<file path="config.mk">
export PLATFORM = sky130hd
export DESIGN_NAME = rsds_top
export DESIGN_NICKNAME = d
export VERILOG_FILES = /design/src/common/rsds_pkg.sv /design/src/common/rsds_tmr_if.sv /design/src/design/rsds_timer.sv /design/src/design/rsds_top.sv
export VERILOG_INCLUDE_DIRS = /design/src /design/src/common
export SDC_FILE = /design/constraint.sdc
export NUM_CORES = 2
export LEC_CHECK = 0
export BUFFER_PORTS_ARGS = -buffer_cell sky130_fd_sc_hd__buf_2
export CAP_MARGIN = 20
export CORE_ASPECT_RATIO = 1.1
export CORE_MARGIN = 1
export CORE_UTILIZATION = 45
export CTS_CLUSTER_DIAMETER = 50
export DETAILED_ROUTE_END_ITERATION = 6
export GPL_ROUTABILITY_DRIVEN = 0
export GPL_TIMING_DRIVEN = 0
export PLACE_DENSITY = 0.62
export SYNTH_ARGS = -nofsm -noshare
export SYNTH_HDL_FRONTEND = slang
export SYNTH_HIERARCHICAL = 1
export SYNTH_SLANG_ARGS = --single-unit
</file>
<file path="constraint.sdc">
create_clock -name clk -period 20.2 [get_ports clk]
set_input_delay 4.04 -clock clk [delete_from_list [all_inputs] [get_ports clk]]
set_output_delay 4.04 -clock clk [all_outputs]
set_load 0.02 [all_outputs]
</file>
<file path="src/common/rsds_map.svh">
`ifndef RSDS_MAP_SVH
`define RSDS_MAP_SVH

// register byte offsets, then block codes matched against avs_address[7:4] and avs_address[7:6]
`define RSDS_CTRL        8'h00
`define RSDS_STATUS      8'h04
`define RSDS_TRIG_EN     8'h08
`define RSDS_TRIG_DELAY  8'h0C
`define RSDS_SCAN_LEN    8'h10
`define RSDS_OPEN_REQ    8'h14
`define RSDS_OPEN_DWELL  4'h2
`define RSDS_CLOSE_DWELL 4'h3
`define RSDS_MOD_ID      4'h4
`define RSDS_SEC_CFG     4'h5
`define RSDS_SCAN_BASE   2'h2

// field positions
`define RSDS_CTRL_ARM     0
`define RSDS_CTRL_DISARM  1
`define RSDS_CTRL_OPENALL 2
`define RSDS_CTRL_ONEMOD  3
`define RSDS_CTRL_MOD_LO  4
`define RSDS_CTRL_SRC_LO  8
`define RSDS_ENT_MOD_LO   8
`define RSDS_ENT_SEC_LO   12
`define RSDS_OREQ_CH_LO   8

// reset values
`define RSDS_DWELL_RST    16'h0000
`define RSDS_TRIG_EN_RST  8'h00
`define RSDS_SEC_CFG_RST  12'h000

// timing
`define RSDS_CLK_MHZ      200
`define RSDS_TICK_US      100
`define RSDS_PULSE_US     3
`define RSDS_ENC_WAIT_MS  5
`define RSDS_ENC_LOW_MS   4

`endif

</file>
<file path="src/common/rsds_pkg.sv">
package rsds_pkg;
  typedef enum logic [2:0] {
    RSDS_IDLE   = 3'b000,
    RSDS_TDLY   = 3'b001,
    RSDS_ODWELL = 3'b010,
    RSDS_CDWELL = 3'b011,
    RSDS_TPULSE = 3'b100,
    RSDS_EWAIT  = 3'b101,
    RSDS_ELOW   = 3'b110,
    RSDS_OREQ   = 3'b111
  } rsds_state_t;
  typedef logic [15:0] rsds_dwell_t;
endpackage : rsds_pkg

</file>
<file path="src/common/rsds_tmr_if.sv">
`timescale 1ns/10ps
`default_nettype none
interface rsds_tmr_if;
  logic        start;
  logic        use_ticks;
  logic [19:0] count;
  logic        done;
  modport seq   (output start, output use_ticks, output count, input done);
  modport timer (input start, input use_ticks, input count, output done);
endinterface : rsds_tmr_if
`default_nettype wire

</file>
<file path="src/design/rsds_timer.sv">
`timescale 1ns/10ps
`default_nettype none
// one-shot down-counter; counts 100 us ticks or plain cycles
module rsds_timer #(
  parameter int TICK_CYC = 20000
) (
  input wire logic   clk,
  input wire logic   rstn,
  rsds_tmr_if.timer  t
);
  logic [19:0] remain;
  logic [14:0] pre;
  logic        run;
  logic        ticks;

  assign t.done = run && (remain == 20'h00000);

  always_ff @(posedge clk)
  begin
    if (!rstn)
    begin
      run    <= 1'b0;
      ticks  <= 1'b0;
      remain <= 20'h00000;
      pre    <= 15'h0000;
    end
    else if (t.start)
    begin
      run    <= 1'b1;
      ticks  <= t.use_ticks;
      remain <= t.count;
      pre    <= 15'h0000;
    end
    else if (run)
    begin
      if (remain == 20'h00000)
        run <= 1'b0;
      else if (!ticks || pre == 15'(TICK_CYC - 1))
      begin
        remain <= remain - 20'h00001;
        pre    <= 15'h0000;
      end
      else
        pre <= pre + 15'h0001;
    end
  end
endmodule : rsds_timer
`default_nettype wire

</file>
<file path="src/design/rsds_top.sv">
`timescale 1ns/10ps
`default_nettype none
`include "rsds_map.svh"

// How it works
// wait module open dwell after opening
// open dwell writes above 65535 rejected
// reset clears every open dwell
// open-all unselected opens every module
// open-all with module opens that module
// open-all leaves section configuration alone
// reset opens every relay
// armed trigger fall starts trigger delay
// after delay open current scan relay
// after open dwell close next relay
// after close dwell pulse enabled lines 3us
// wait 5ms, encode section low 4ms
// each trigger output has own enable
// reset clears trigger output enables
// enables read back from register
// section config write opens that module
// default ids follow slot order, writable
// multi-module open uses longest dwell once
// triggers ignored until armed
// first trigger closes first relay only
// dwell timers 16-bit, 100us tick
module rsds_top #(
  parameter int TICK_CYC     = `RSDS_TICK_US * `RSDS_CLK_MHZ,
  parameter int ENC_WAIT_CYC = `RSDS_ENC_WAIT_MS * 1000 * `RSDS_CLK_MHZ,
  parameter int ENC_LOW_CYC  = `RSDS_ENC_LOW_MS * 1000 * `RSDS_CLK_MHZ
) (
  input  wire logic        clk,
  input  wire logic        rstn,
  input  wire logic [7:0]  avs_address,
  input  wire logic        avs_read,
  input  wire logic        avs_write,
  input  wire logic [31:0] avs_writedata,
  input  wire logic [3:0]  avs_byteenable,
  output logic      [31:0] avs_readdata,
  output logic             avs_waitrequest,
  input  wire logic [7:0]  ttl_in,
  output logic      [7:0]  ttl_out,
  output logic      [7:0]  ttl_oe_n,
  output logic      [5:0]  encode_n,
  output logic      [255:0] relay_closed,
  output logic      [47:0] section_cfg
);
  localparam int PULSE_CYC = `RSDS_PULSE_US * `RSDS_CLK_MHZ;

  rsds_pkg::rsds_state_t state;
  rsds_pkg::rsds_state_t next_state;
  rsds_pkg::rsds_dwell_t open_dwell [4];
  rsds_pkg::rsds_dwell_t close_dwell [4];
  rsds_pkg::rsds_dwell_t trig_delay;
  logic [7:0]  mod_id [4];
  logic [15:0] scan_list [16];
  logic [4:0]  scan_len;
  logic [7:0]  trig_en;
  logic [2:0]  trig_src;
  logic        armed;
  logic        have_closed;
  logic [3:0]  cur_idx;
  logic [3:0]  nxt_idx;
  logic [2:0]  enc_sec;
  logic [7:0]  ttl_s1;
  logic [7:0]  ttl_s2;
  logic [7:0]  ttl_s3;
  logic        trig_fall;
  logic        req;
  logic        wr_fire;
  logic [31:0] wval;
  logic [31:0] rd_val;
  logic        oreq_go;
  logic        open_cur;
  logic        close_first;
  logic        close_next;
  logic [3:0]  ctl_mod;
  logic [1:0]  m;

  rsds_tmr_if tmr ();

  rsds_timer #(
    .TICK_CYC (TICK_CYC)
  ) u_timer (
    .clk  (clk),
    .rstn (rstn),
    .t    (tmr)
  );

  function automatic logic [31:0] rsds_be_merge(input logic [31:0] old_v,
                                                input logic [31:0] new_v,
                                                input logic [3:0]  be);
    logic [31:0] msk;
    msk = {{8{be[3]}}, {8{be[2]}}, {8{be[1]}}, {8{be[0]}}};
    return (old_v & ~msk) | (new_v & msk);
  endfunction : rsds_be_merge

  function automatic rsds_pkg::rsds_dwell_t rsds_max_dwell(input logic [3:0] sel,
      input rsds_pkg::rsds_dwell_t d0, input rsds_pkg::rsds_dwell_t d1,
      input rsds_pkg::rsds_dwell_t d2, input rsds_pkg::rsds_dwell_t d3);
    rsds_pkg::rsds_dwell_t mx;
    mx = 16'h0000;
    if (sel[0] && d0 > mx) mx = d0;
    if (sel[1] && d1 > mx) mx = d1;
    if (sel[2] && d2 > mx) mx = d2;
    if (sel[3] && d3 > mx) mx = d3;
    return mx;
  endfunction : rsds_max_dwell

  // bus handshake: waitrequest drops one cycle after a request arrives
  assign req     = avs_read || avs_write;
  assign wr_fire = avs_write && !avs_waitrequest;
  assign m       = avs_address[3:2];
  assign nxt_idx = (cur_idx + 4'h1 >= scan_len[3:0] && scan_len != 5'h10) ? 4'h0
                   : cur_idx + 4'h1;
  assign ctl_mod = 4'h1 << avs_writedata[`RSDS_CTRL_MOD_LO +: 2];

  always_comb
  begin
    case (avs_address[7:4])
      `RSDS_OPEN_DWELL:  rd_val = {16'h0000, open_dwell[m]};
      `RSDS_CLOSE_DWELL: rd_val = {16'h0000, close_dwell[m]};
      `RSDS_MOD_ID:      rd_val = {24'h000000, mod_id[m]};
      `RSDS_SEC_CFG:     rd_val = {20'h00000, section_cfg[12*m +: 12]};
      default:           rd_val = 32'h00000000;
    endcase
    if (avs_address[7:6] == `RSDS_SCAN_BASE)
      rd_val = {16'h0000, scan_list[avs_address[5:2]]};
    case (avs_address)
      `RSDS_CTRL:       rd_val = {21'h000000, trig_src, 7'h00, armed};
      `RSDS_STATUS:     rd_val = {24'h000000, have_closed, cur_idx, state};
      `RSDS_TRIG_EN:    rd_val = {24'h000000, trig_en};
      `RSDS_TRIG_DELAY: rd_val = {16'h0000, trig_delay};
      `RSDS_SCAN_LEN:   rd_val = {27'h0000000, scan_len};
      default:          rd_val = rd_val;
    endcase
    wval = rsds_be_merge(rd_val, avs_writedata, avs_byteenable);
  end

  always_ff @(posedge clk)
  begin
    if (!rstn)
    begin
      avs_waitrequest <= 1'b1;
      avs_readdata    <= 32'h00000000;
    end
    else
    begin
      avs_waitrequest <= !(req && avs_waitrequest);
      if (req && avs_waitrequest)
        avs_readdata <= avs_read ? rd_val : 32'h00000000;
    end
  end

  // configuration registers
  always_ff @(posedge clk)
  begin
    if (!rstn)
    begin
      trig_en    <= `RSDS_TRIG_EN_RST;
      trig_delay <= `RSDS_DWELL_RST;
      trig_src   <= 3'h0;
      scan_len   <= 5'h00;
      for (int i = 0; i < 4; i++)
      begin
        open_dwell[i]  <= `RSDS_DWELL_RST;
        close_dwell[i] <= `RSDS_DWELL_RST;
        mod_id[i]      <= 8'(i + 1);
      end
    end
    else if (wr_fire)
    begin
      case (avs_address)
        `RSDS_CTRL:       trig_src <= wval[`RSDS_CTRL_SRC_LO +: 3];
        `RSDS_TRIG_EN:    trig_en <= wval[7:0];
        `RSDS_TRIG_DELAY: trig_delay <= wval[15:0];
        `RSDS_SCAN_LEN:   scan_len <= (wval[4:0] > 5'h10) ? 5'h10 : wval[4:0];
        default:          ;
      endcase
      case (avs_address[7:4])
        `RSDS_OPEN_DWELL:
          if (wval[31:16] == 16'h0000)
            open_dwell[m] <= wval[15:0];
        `RSDS_CLOSE_DWELL: close_dwell[m] <= wval[15:0];
        `RSDS_MOD_ID:      mod_id[m] <= wval[7:0];
        default:           ;
      endcase
    end
  end

  // scan list memory
  always_ff @(posedge clk)
  begin
    if (wr_fire && avs_address[7:6] == `RSDS_SCAN_BASE)
      scan_list[avs_address[5:2]] <= wval[15:0];
  end

  // trigger inputs come from the backplane, so synchronise first
  always_ff @(posedge clk)
  begin
    if (!rstn)
    begin
      ttl_s1 <= 8'hFF;
      ttl_s2 <= 8'hFF;
      ttl_s3 <= 8'hFF;
    end
    else
    begin
      ttl_s1 <= ttl_in;
      ttl_s2 <= ttl_s1;
      ttl_s3 <= ttl_s2;
    end
  end
  assign trig_fall = ttl_s3[trig_src] && !ttl_s2[trig_src];

  assign oreq_go     = wr_fire && avs_address == `RSDS_OPEN_REQ &&
                       state == rsds_pkg::RSDS_IDLE;
  assign open_cur    = state == rsds_pkg::RSDS_TDLY && tmr.done && have_closed;
  assign close_first = state == rsds_pkg::RSDS_TDLY && tmr.done && !have_closed;
  assign close_next  = state == rsds_pkg::RSDS_ODWELL && tmr.done;

  // sequencer next state and timer loads
  always_comb
  begin
    next_state    = state;
    tmr.start     = 1'b0;
    tmr.use_ticks = 1'b1;
    tmr.count     = 20'h00000;
    case (state)
      rsds_pkg::RSDS_IDLE:
        if (oreq_go)
        begin
          next_state = rsds_pkg::RSDS_OREQ;
          tmr.start  = 1'b1;
          tmr.count  = {4'h0, rsds_max_dwell(wval[3:0], open_dwell[0], open_dwell[1],
                                open_dwell[2], open_dwell[3])};
        end
        else if (armed && trig_fall && scan_len != 5'h00)
        begin
          next_state = rsds_pkg::RSDS_TDLY;
          tmr.start  = 1'b1;
          tmr.count  = {4'h0, trig_delay};
        end
      rsds_pkg::RSDS_TDLY:
        if (tmr.done)
        begin
          tmr.start = 1'b1;
          if (have_closed)
          begin
            next_state = rsds_pkg::RSDS_ODWELL;
            tmr.count  = {4'h0, open_dwell[scan_list[cur_idx][`RSDS_ENT_MOD_LO +: 2]]};
          end
          else
          begin
            next_state = rsds_pkg::RSDS_CDWELL;
            tmr.count  = {4'h0, close_dwell[scan_list[cur_idx][`RSDS_ENT_MOD_LO +: 2]]};
          end
        end
      rsds_pkg::RSDS_ODWELL:
        if (tmr.done)
        begin
          next_state = rsds_pkg::RSDS_CDWELL;
          tmr.start  = 1'b1;
          tmr.count  = {4'h0, close_dwell[scan_list[nxt_idx][`RSDS_ENT_MOD_LO +: 2]]};
        end
      rsds_pkg::RSDS_CDWELL:
        if (tmr.done)
        begin
          next_state    = rsds_pkg::RSDS_TPULSE;
          tmr.start     = 1'b1;
          tmr.use_ticks = 1'b0;
          tmr.count     = 20'(PULSE_CYC - 1);
        end
      rsds_pkg::RSDS_TPULSE:
        if (tmr.done)
        begin
          next_state    = rsds_pkg::RSDS_EWAIT;
          tmr.start     = 1'b1;
          tmr.use_ticks = 1'b0;
          tmr.count     = 20'(ENC_WAIT_CYC - 1);
        end
      rsds_pkg::RSDS_EWAIT:
        if (tmr.done)
        begin
          next_state    = rsds_pkg::RSDS_ELOW;
          tmr.start     = 1'b1;
          tmr.use_ticks = 1'b0;
          tmr.count     = 20'(ENC_LOW_CYC - 1);
        end
      rsds_pkg::RSDS_ELOW:
        if (tmr.done)
          next_state = rsds_pkg::RSDS_IDLE;
      rsds_pkg::RSDS_OREQ:
        if (tmr.done)
          next_state = rsds_pkg::RSDS_IDLE;
      default:
        next_state = rsds_pkg::RSDS_IDLE;
    endcase
  end

  always_ff @(posedge clk)
  begin
    if (!rstn)
    begin
      state       <= rsds_pkg::RSDS_IDLE;
      armed       <= 1'b0;
      have_closed <= 1'b0;
      cur_idx     <= 4'h0;
      enc_sec     <= 3'h0;
    end
    else
    begin
      state <= next_state;
      if (wr_fire && avs_address == `RSDS_CTRL && wval[`RSDS_CTRL_DISARM])
        armed <= 1'b0;
      else if (wr_fire && avs_address == `RSDS_CTRL && wval[`RSDS_CTRL_ARM])
      begin
        armed       <= 1'b1;
        have_closed <= 1'b0;
        cur_idx     <= 4'h0;
      end
      if (close_first)
      begin
        have_closed <= 1'b1;
        enc_sec     <= scan_list[cur_idx][`RSDS_ENT_SEC_LO +: 3];
      end
      if (close_next)
      begin
        cur_idx <= nxt_idx;
        enc_sec <= scan_list[nxt_idx][`RSDS_ENT_SEC_LO +: 3];
      end
    end
  end

  // relay and section state; one writer so priorities stay explicit
  always_ff @(posedge clk)
  begin
    if (!rstn)
    begin
      relay_closed <= 256'h0;
      section_cfg  <= {4{`RSDS_SEC_CFG_RST}};
    end
    else
    begin
      if (wr_fire && avs_address[7:4] == `RSDS_SEC_CFG)
      begin
        section_cfg[12*m +: 12]  <= wval[11:0];
        relay_closed[64*m +: 64] <= 64'h0;
      end
      else if (wr_fire && avs_address == `RSDS_CTRL && wval[`RSDS_CTRL_OPENALL])
      begin
        for (int i = 0; i < 4; i++)
          if (!wval[`RSDS_CTRL_ONEMOD] || ctl_mod[i])
            relay_closed[64*i +: 64] <= 64'h0; // section_cfg untouched
      end
      else if (oreq_go)
      begin
        for (int i = 0; i < 4; i++)
          if (wval[i])
            relay_closed[{2'(i), wval[`RSDS_OREQ_CH_LO +: 6]}] <= 1'b0;
      end
      if (open_cur)
        relay_closed[{scan_list[cur_idx][`RSDS_ENT_MOD_LO +: 2],
                      scan_list[cur_idx][5:0]}] <= 1'b0;
      if (close_first)
        relay_closed[{scan_list[cur_idx][`RSDS_ENT_MOD_LO +: 2],
                      scan_list[cur_idx][5:0]}] <= 1'b1;
      if (close_next)
        relay_closed[{scan_list[nxt_idx][`RSDS_ENT_MOD_LO +: 2],
                      scan_list[nxt_idx][5:0]}] <= 1'b1;
    end
  end

  // open-collector trigger lines: output held low, enable does the pulsing
  genvar g;
  generate
    for (g = 0; g < 8; g++)
    begin : g_ttl
      always_ff @(posedge clk)
      begin
        if (!rstn)
        begin
          ttl_oe_n[g] <= 1'b1;
          ttl_out[g]  <= 1'b0;
        end
        else
        begin
          ttl_oe_n[g] <= !(next_state == rsds_pkg::RSDS_TPULSE && trig_en[g]);
          ttl_out[g]  <= 1'b0;
        end
      end
    end
  endgenerate

  always_ff @(posedge clk)
  begin
    if (!rstn)
      encode_n <= 6'h3F;
    else
      for (int i = 0; i < 6; i++)
        encode_n[i] <= !(next_state == rsds_pkg::RSDS_ELOW && enc_sec == 3'(i));
  end
endmodule : rsds_top
`default_nettype wire

</file>
==> flow_metrics.env <==
export IMPL_crit_slowest_cell="a2111oi_0"
export IMPL_firstDrtPassIters=7
export IMPL_worstSetupPathType="input port to flop"
export IMPL_num_vias=48200
export IMPL_numCtsBuffers=105
export IMPL_cp_arrival_ps=18330
export IMPL_start_util_pct=45.4
export IMPL_register_area_sq_um=21400
export IMPL_fp_dieH_microns=342
export IMPL_hpwlAfterDp_mm=174
export IMPL_yosys_area_top_type="edfxtp_1"
export IMPL_clk_latency_ps=750
export IMPL_die_x_microns=311
export IMPL_h_tree_depth=3
export IMPL_total_power_mw=4.20
export IMPL_netlist_instances=4701
export IMPL_status="finished, violations left"
export IMPL_cp_required_ps=20790
export IMPL_peakVddDrop_uv=69.5
export IMPL_cts_resized=0
export IMPL_yosysWarnings=6
export IMPL_min_delay_path_class="flop to flop"
export IMPL_max_freq_mhz=56.4
export IMPL_grt_pass1_wl_mm=329
export IMPL_avgSynthCellArea_sq_um=10.0
export IMPL_die_area_sq_um=106000
export IMPL_rows=124
export IMPL_syn_to_final_growth_pct=17.4
export IMPL_clock_sinks=860
export IMPL_final_max_slew_viol_count=0
export IMPL_wl_per_cell_microns=35.1
export IMPL_cts_buffer_depth=3
export IMPL_critPathMaxFanout=13
export IMPL_fillCellCount=9441
export IMPL_ys_ff_latch=860
export IMPL_p_leak_nw=20.2
export IMPL_wl_mm=237
export IMPL_grt_max_degree=26
export IMPL_grt_pass1_vias=44500
export IMPL_synth_cell_type_count=106
export IMPL_hold_viol_final=0
export IMPL_drc_errors=58
export IMPL_crit_path_end_kind="flop"
export IMPL_failed_checks="DRC"
export IMPL_cts_tree="yes"
export IMPL_synth_edf_count=416
export IMPL_synthTopCellsByCount="nor2_1 (746), dfxtp_1 (444), edfxtp_1 (416)"
export IMPL_slew_headroom_pct=6.81
export IMPL_synth_area_leaders="edfxtp_1 (26%), dfxtp_1 (19%), mux4_2 (7.8%)"
export IMPL_totalNegativeSetupSlack_ps=0
export IMPL_synth_most_common_cell="nor2_1"
export IMPL_path_clk_slew_ps=60
export IMPL_fin_crit_sh_pct=87.8
export IMPL_drive_gt1_share_pct=19.6
export IMPL_worstMarginPinSlew_ps=1400
export IMPL_ys_async_sr_fraction_pct=0
export IMPL_cp_slowest_stage_delay_ps=850
export IMPL_root_buffer="clkbuf_16"
export IMPL_grt_overflow=0
export IMPL_drv_cap=0
export IMPL_cts_setup_buffers=0
export IMPL_finalCriticalPeriod_ps=17740
export IMPL_critPathLaunchType="input port"
export IMPL_multiInputGateArea_sq_um=23600
export IMPL_crit_top_cell="buf_2"
export IMPL_p_per_area_nw_per_um2=75.8
export IMPL_synth_flop_cell="dfxtp_1"
export IMPL_setup_viol=0
export IMPL_port_buffers=389
export IMPL_core_sq_um=104000
export IMPL_track_usage_pct=43.2
export IMPL_rsz0062_at_grt="false"
export IMPL_pin_count=415
export IMPL_clock_skew_ps=68.0
export IMPL_antenna_found_initial=19
export IMPL_holdBufCountCts=0
export IMPL_drt_antenna_violating_nets=0
export IMPL_yosysTopAreaCellShare_pct=26.5
export IMPL_synth_area_sq_um=47200
export IMPL_via_per_inst=7.14
export IMPL_ys_seq_area_share_pct=45.3
export IMPL_whs_ps=402
export IMPL_drt_first_iter_violations=9139
export IMPL_nNetsFinal=5387
[final timing paths]
kind | startpoint | end | slack [ps] | cells after the start
max | avs_address[2] | u_timer/remain[10] | 2460 | 44
min reg2reg | ttl_s1[7] | ttl_s2[7] | 400 | 1
max reg2reg | open_dwell[2][0] | u_timer/remain[10] | 8480 | 34
min | ttl_s1[7] | ttl_s2[7] | 400 | 1
[layout by cell type (no fill, tap or decap), types with 24 or more instances in the layout]
master,instances
buf_4,43
nor3_1,41
a31oi_1,25
o221ai_1,63
a211oi_1,150
and2_1,31
mux2_2,46
nor2_1,745
buf_6,27
inv_1,75
conb_1,24
o31a_1,171
a211o_1,66
mux4_2,164
nand4_1,46
o211ai_1,110
ha_1,64
dfxtp_1,444
o21ai_0,263
nor2b_1,31
o22ai_1,26
nand3_1,113
or3_1,38
nand2b_1,41
a22oi_1,83
edfxtp_1,416
and3_1,34
clkbuf_1,283
nand2_1,223
o31ai_1,27
a221o_1,32
buf_2,482
clkbuf_16,108
a21oi_1,213
mux2i_1,144
buf_1,28
[metal layers]
metal / routed length (microns) / vias to the layer above / track usage [%]
met3: 36000 / 1270 / 16.1
met1: 80100 / 23100 / 51.0
met2: 96100 / 4702 / 62.5
met5: 137 / - / 0
li1: - / 19200 / -
met4: 24800 / 20 / 35.9
[stage by stage]
| stage | util [%] | cells | setup slack (ps) | instance area, sq um |
|---|---|---|---|---|
| 6_report | 53.3 | 6754 | 2460 | 55400 |
| 3_5_place_dp | 49.7 | 6537 | 2250 | 51700 |
| 5_1_grt | 53.3 | 6742 | 2080 | 55400 |
| 2_1_floorplan | - | 4724 | 6720 | 47300 |
| 3_3_place_gp | 49.1 | 6499 | 2320 | 51000 |
| 4_1_cts | 53.2 | 6733 | 3010 | 55300 |
[flip-flops by register name (all words and copies together), names as in the netlist, 15 cells and up, named ones only]
signal and flops:
relay_closed 256, scan_list 256, close_dwell 64, open_dwell 64, section_cfg 48, mod_id 32
u_timer/remain 20, avs_readdata 16, trig_delay 16, u_timer/pre 15
[power by group]
part	total, mW	switching (mW)	internal, mW
sequential	1.86	0.0168	1.85
combinational	0.345	0.252	0.0928
clock	1.99	0.836	1.16
total	4.20	1.11	3.10
[cell type report]
type / instances / share of cell area (%)
Tap cell: 1386 / 3.13
Timing Repair Buffer: 436 / 4.88
Buffer: 441 / 3.67
Multi-Input combinational cell: 3340 / 42.6
Inverter: 83 / 0.562
Clock inverter: 67 / 1.41
Sequential cell: 860 / 38.6
Antenna cell: 12 / 0.0542
Clock buffer: 129 / 5.08
[worst max-delay path, delay by kind of cell]
| family | cells | cell delay [ps] |
|---|---|---|
| adders and majority gates | 4 | 1210 |
| and+or+nand+nor | 9 | 2520 |
| buffers and inverters | 13 | 4390 |
| muxes | 1 | 400 |
| AOI/OAI and AO/OA | 17 | 5680 |
[cell families (layout without fill, tap and decap cells)]
kind of cell / after synthesis / in the layout / synth area share, %
muxes: 358 / 358 / 12.1
DFF: 860 / 860 / 45.3
and+or+nand+nor: 1470 / 1470 / 14.4
buffers and inverters: 524 / 1156 / 4.97
other: 1 / 36 / 0.00794
xor gates and xnor gates: 14 / 14 / 0.276
AOI/OAI and AO/OA: 1410 / 1410 / 21.3
adders and majority gates: 64 / 64 / 1.70
Note: power is estimated with default switching activity, not from simulation.
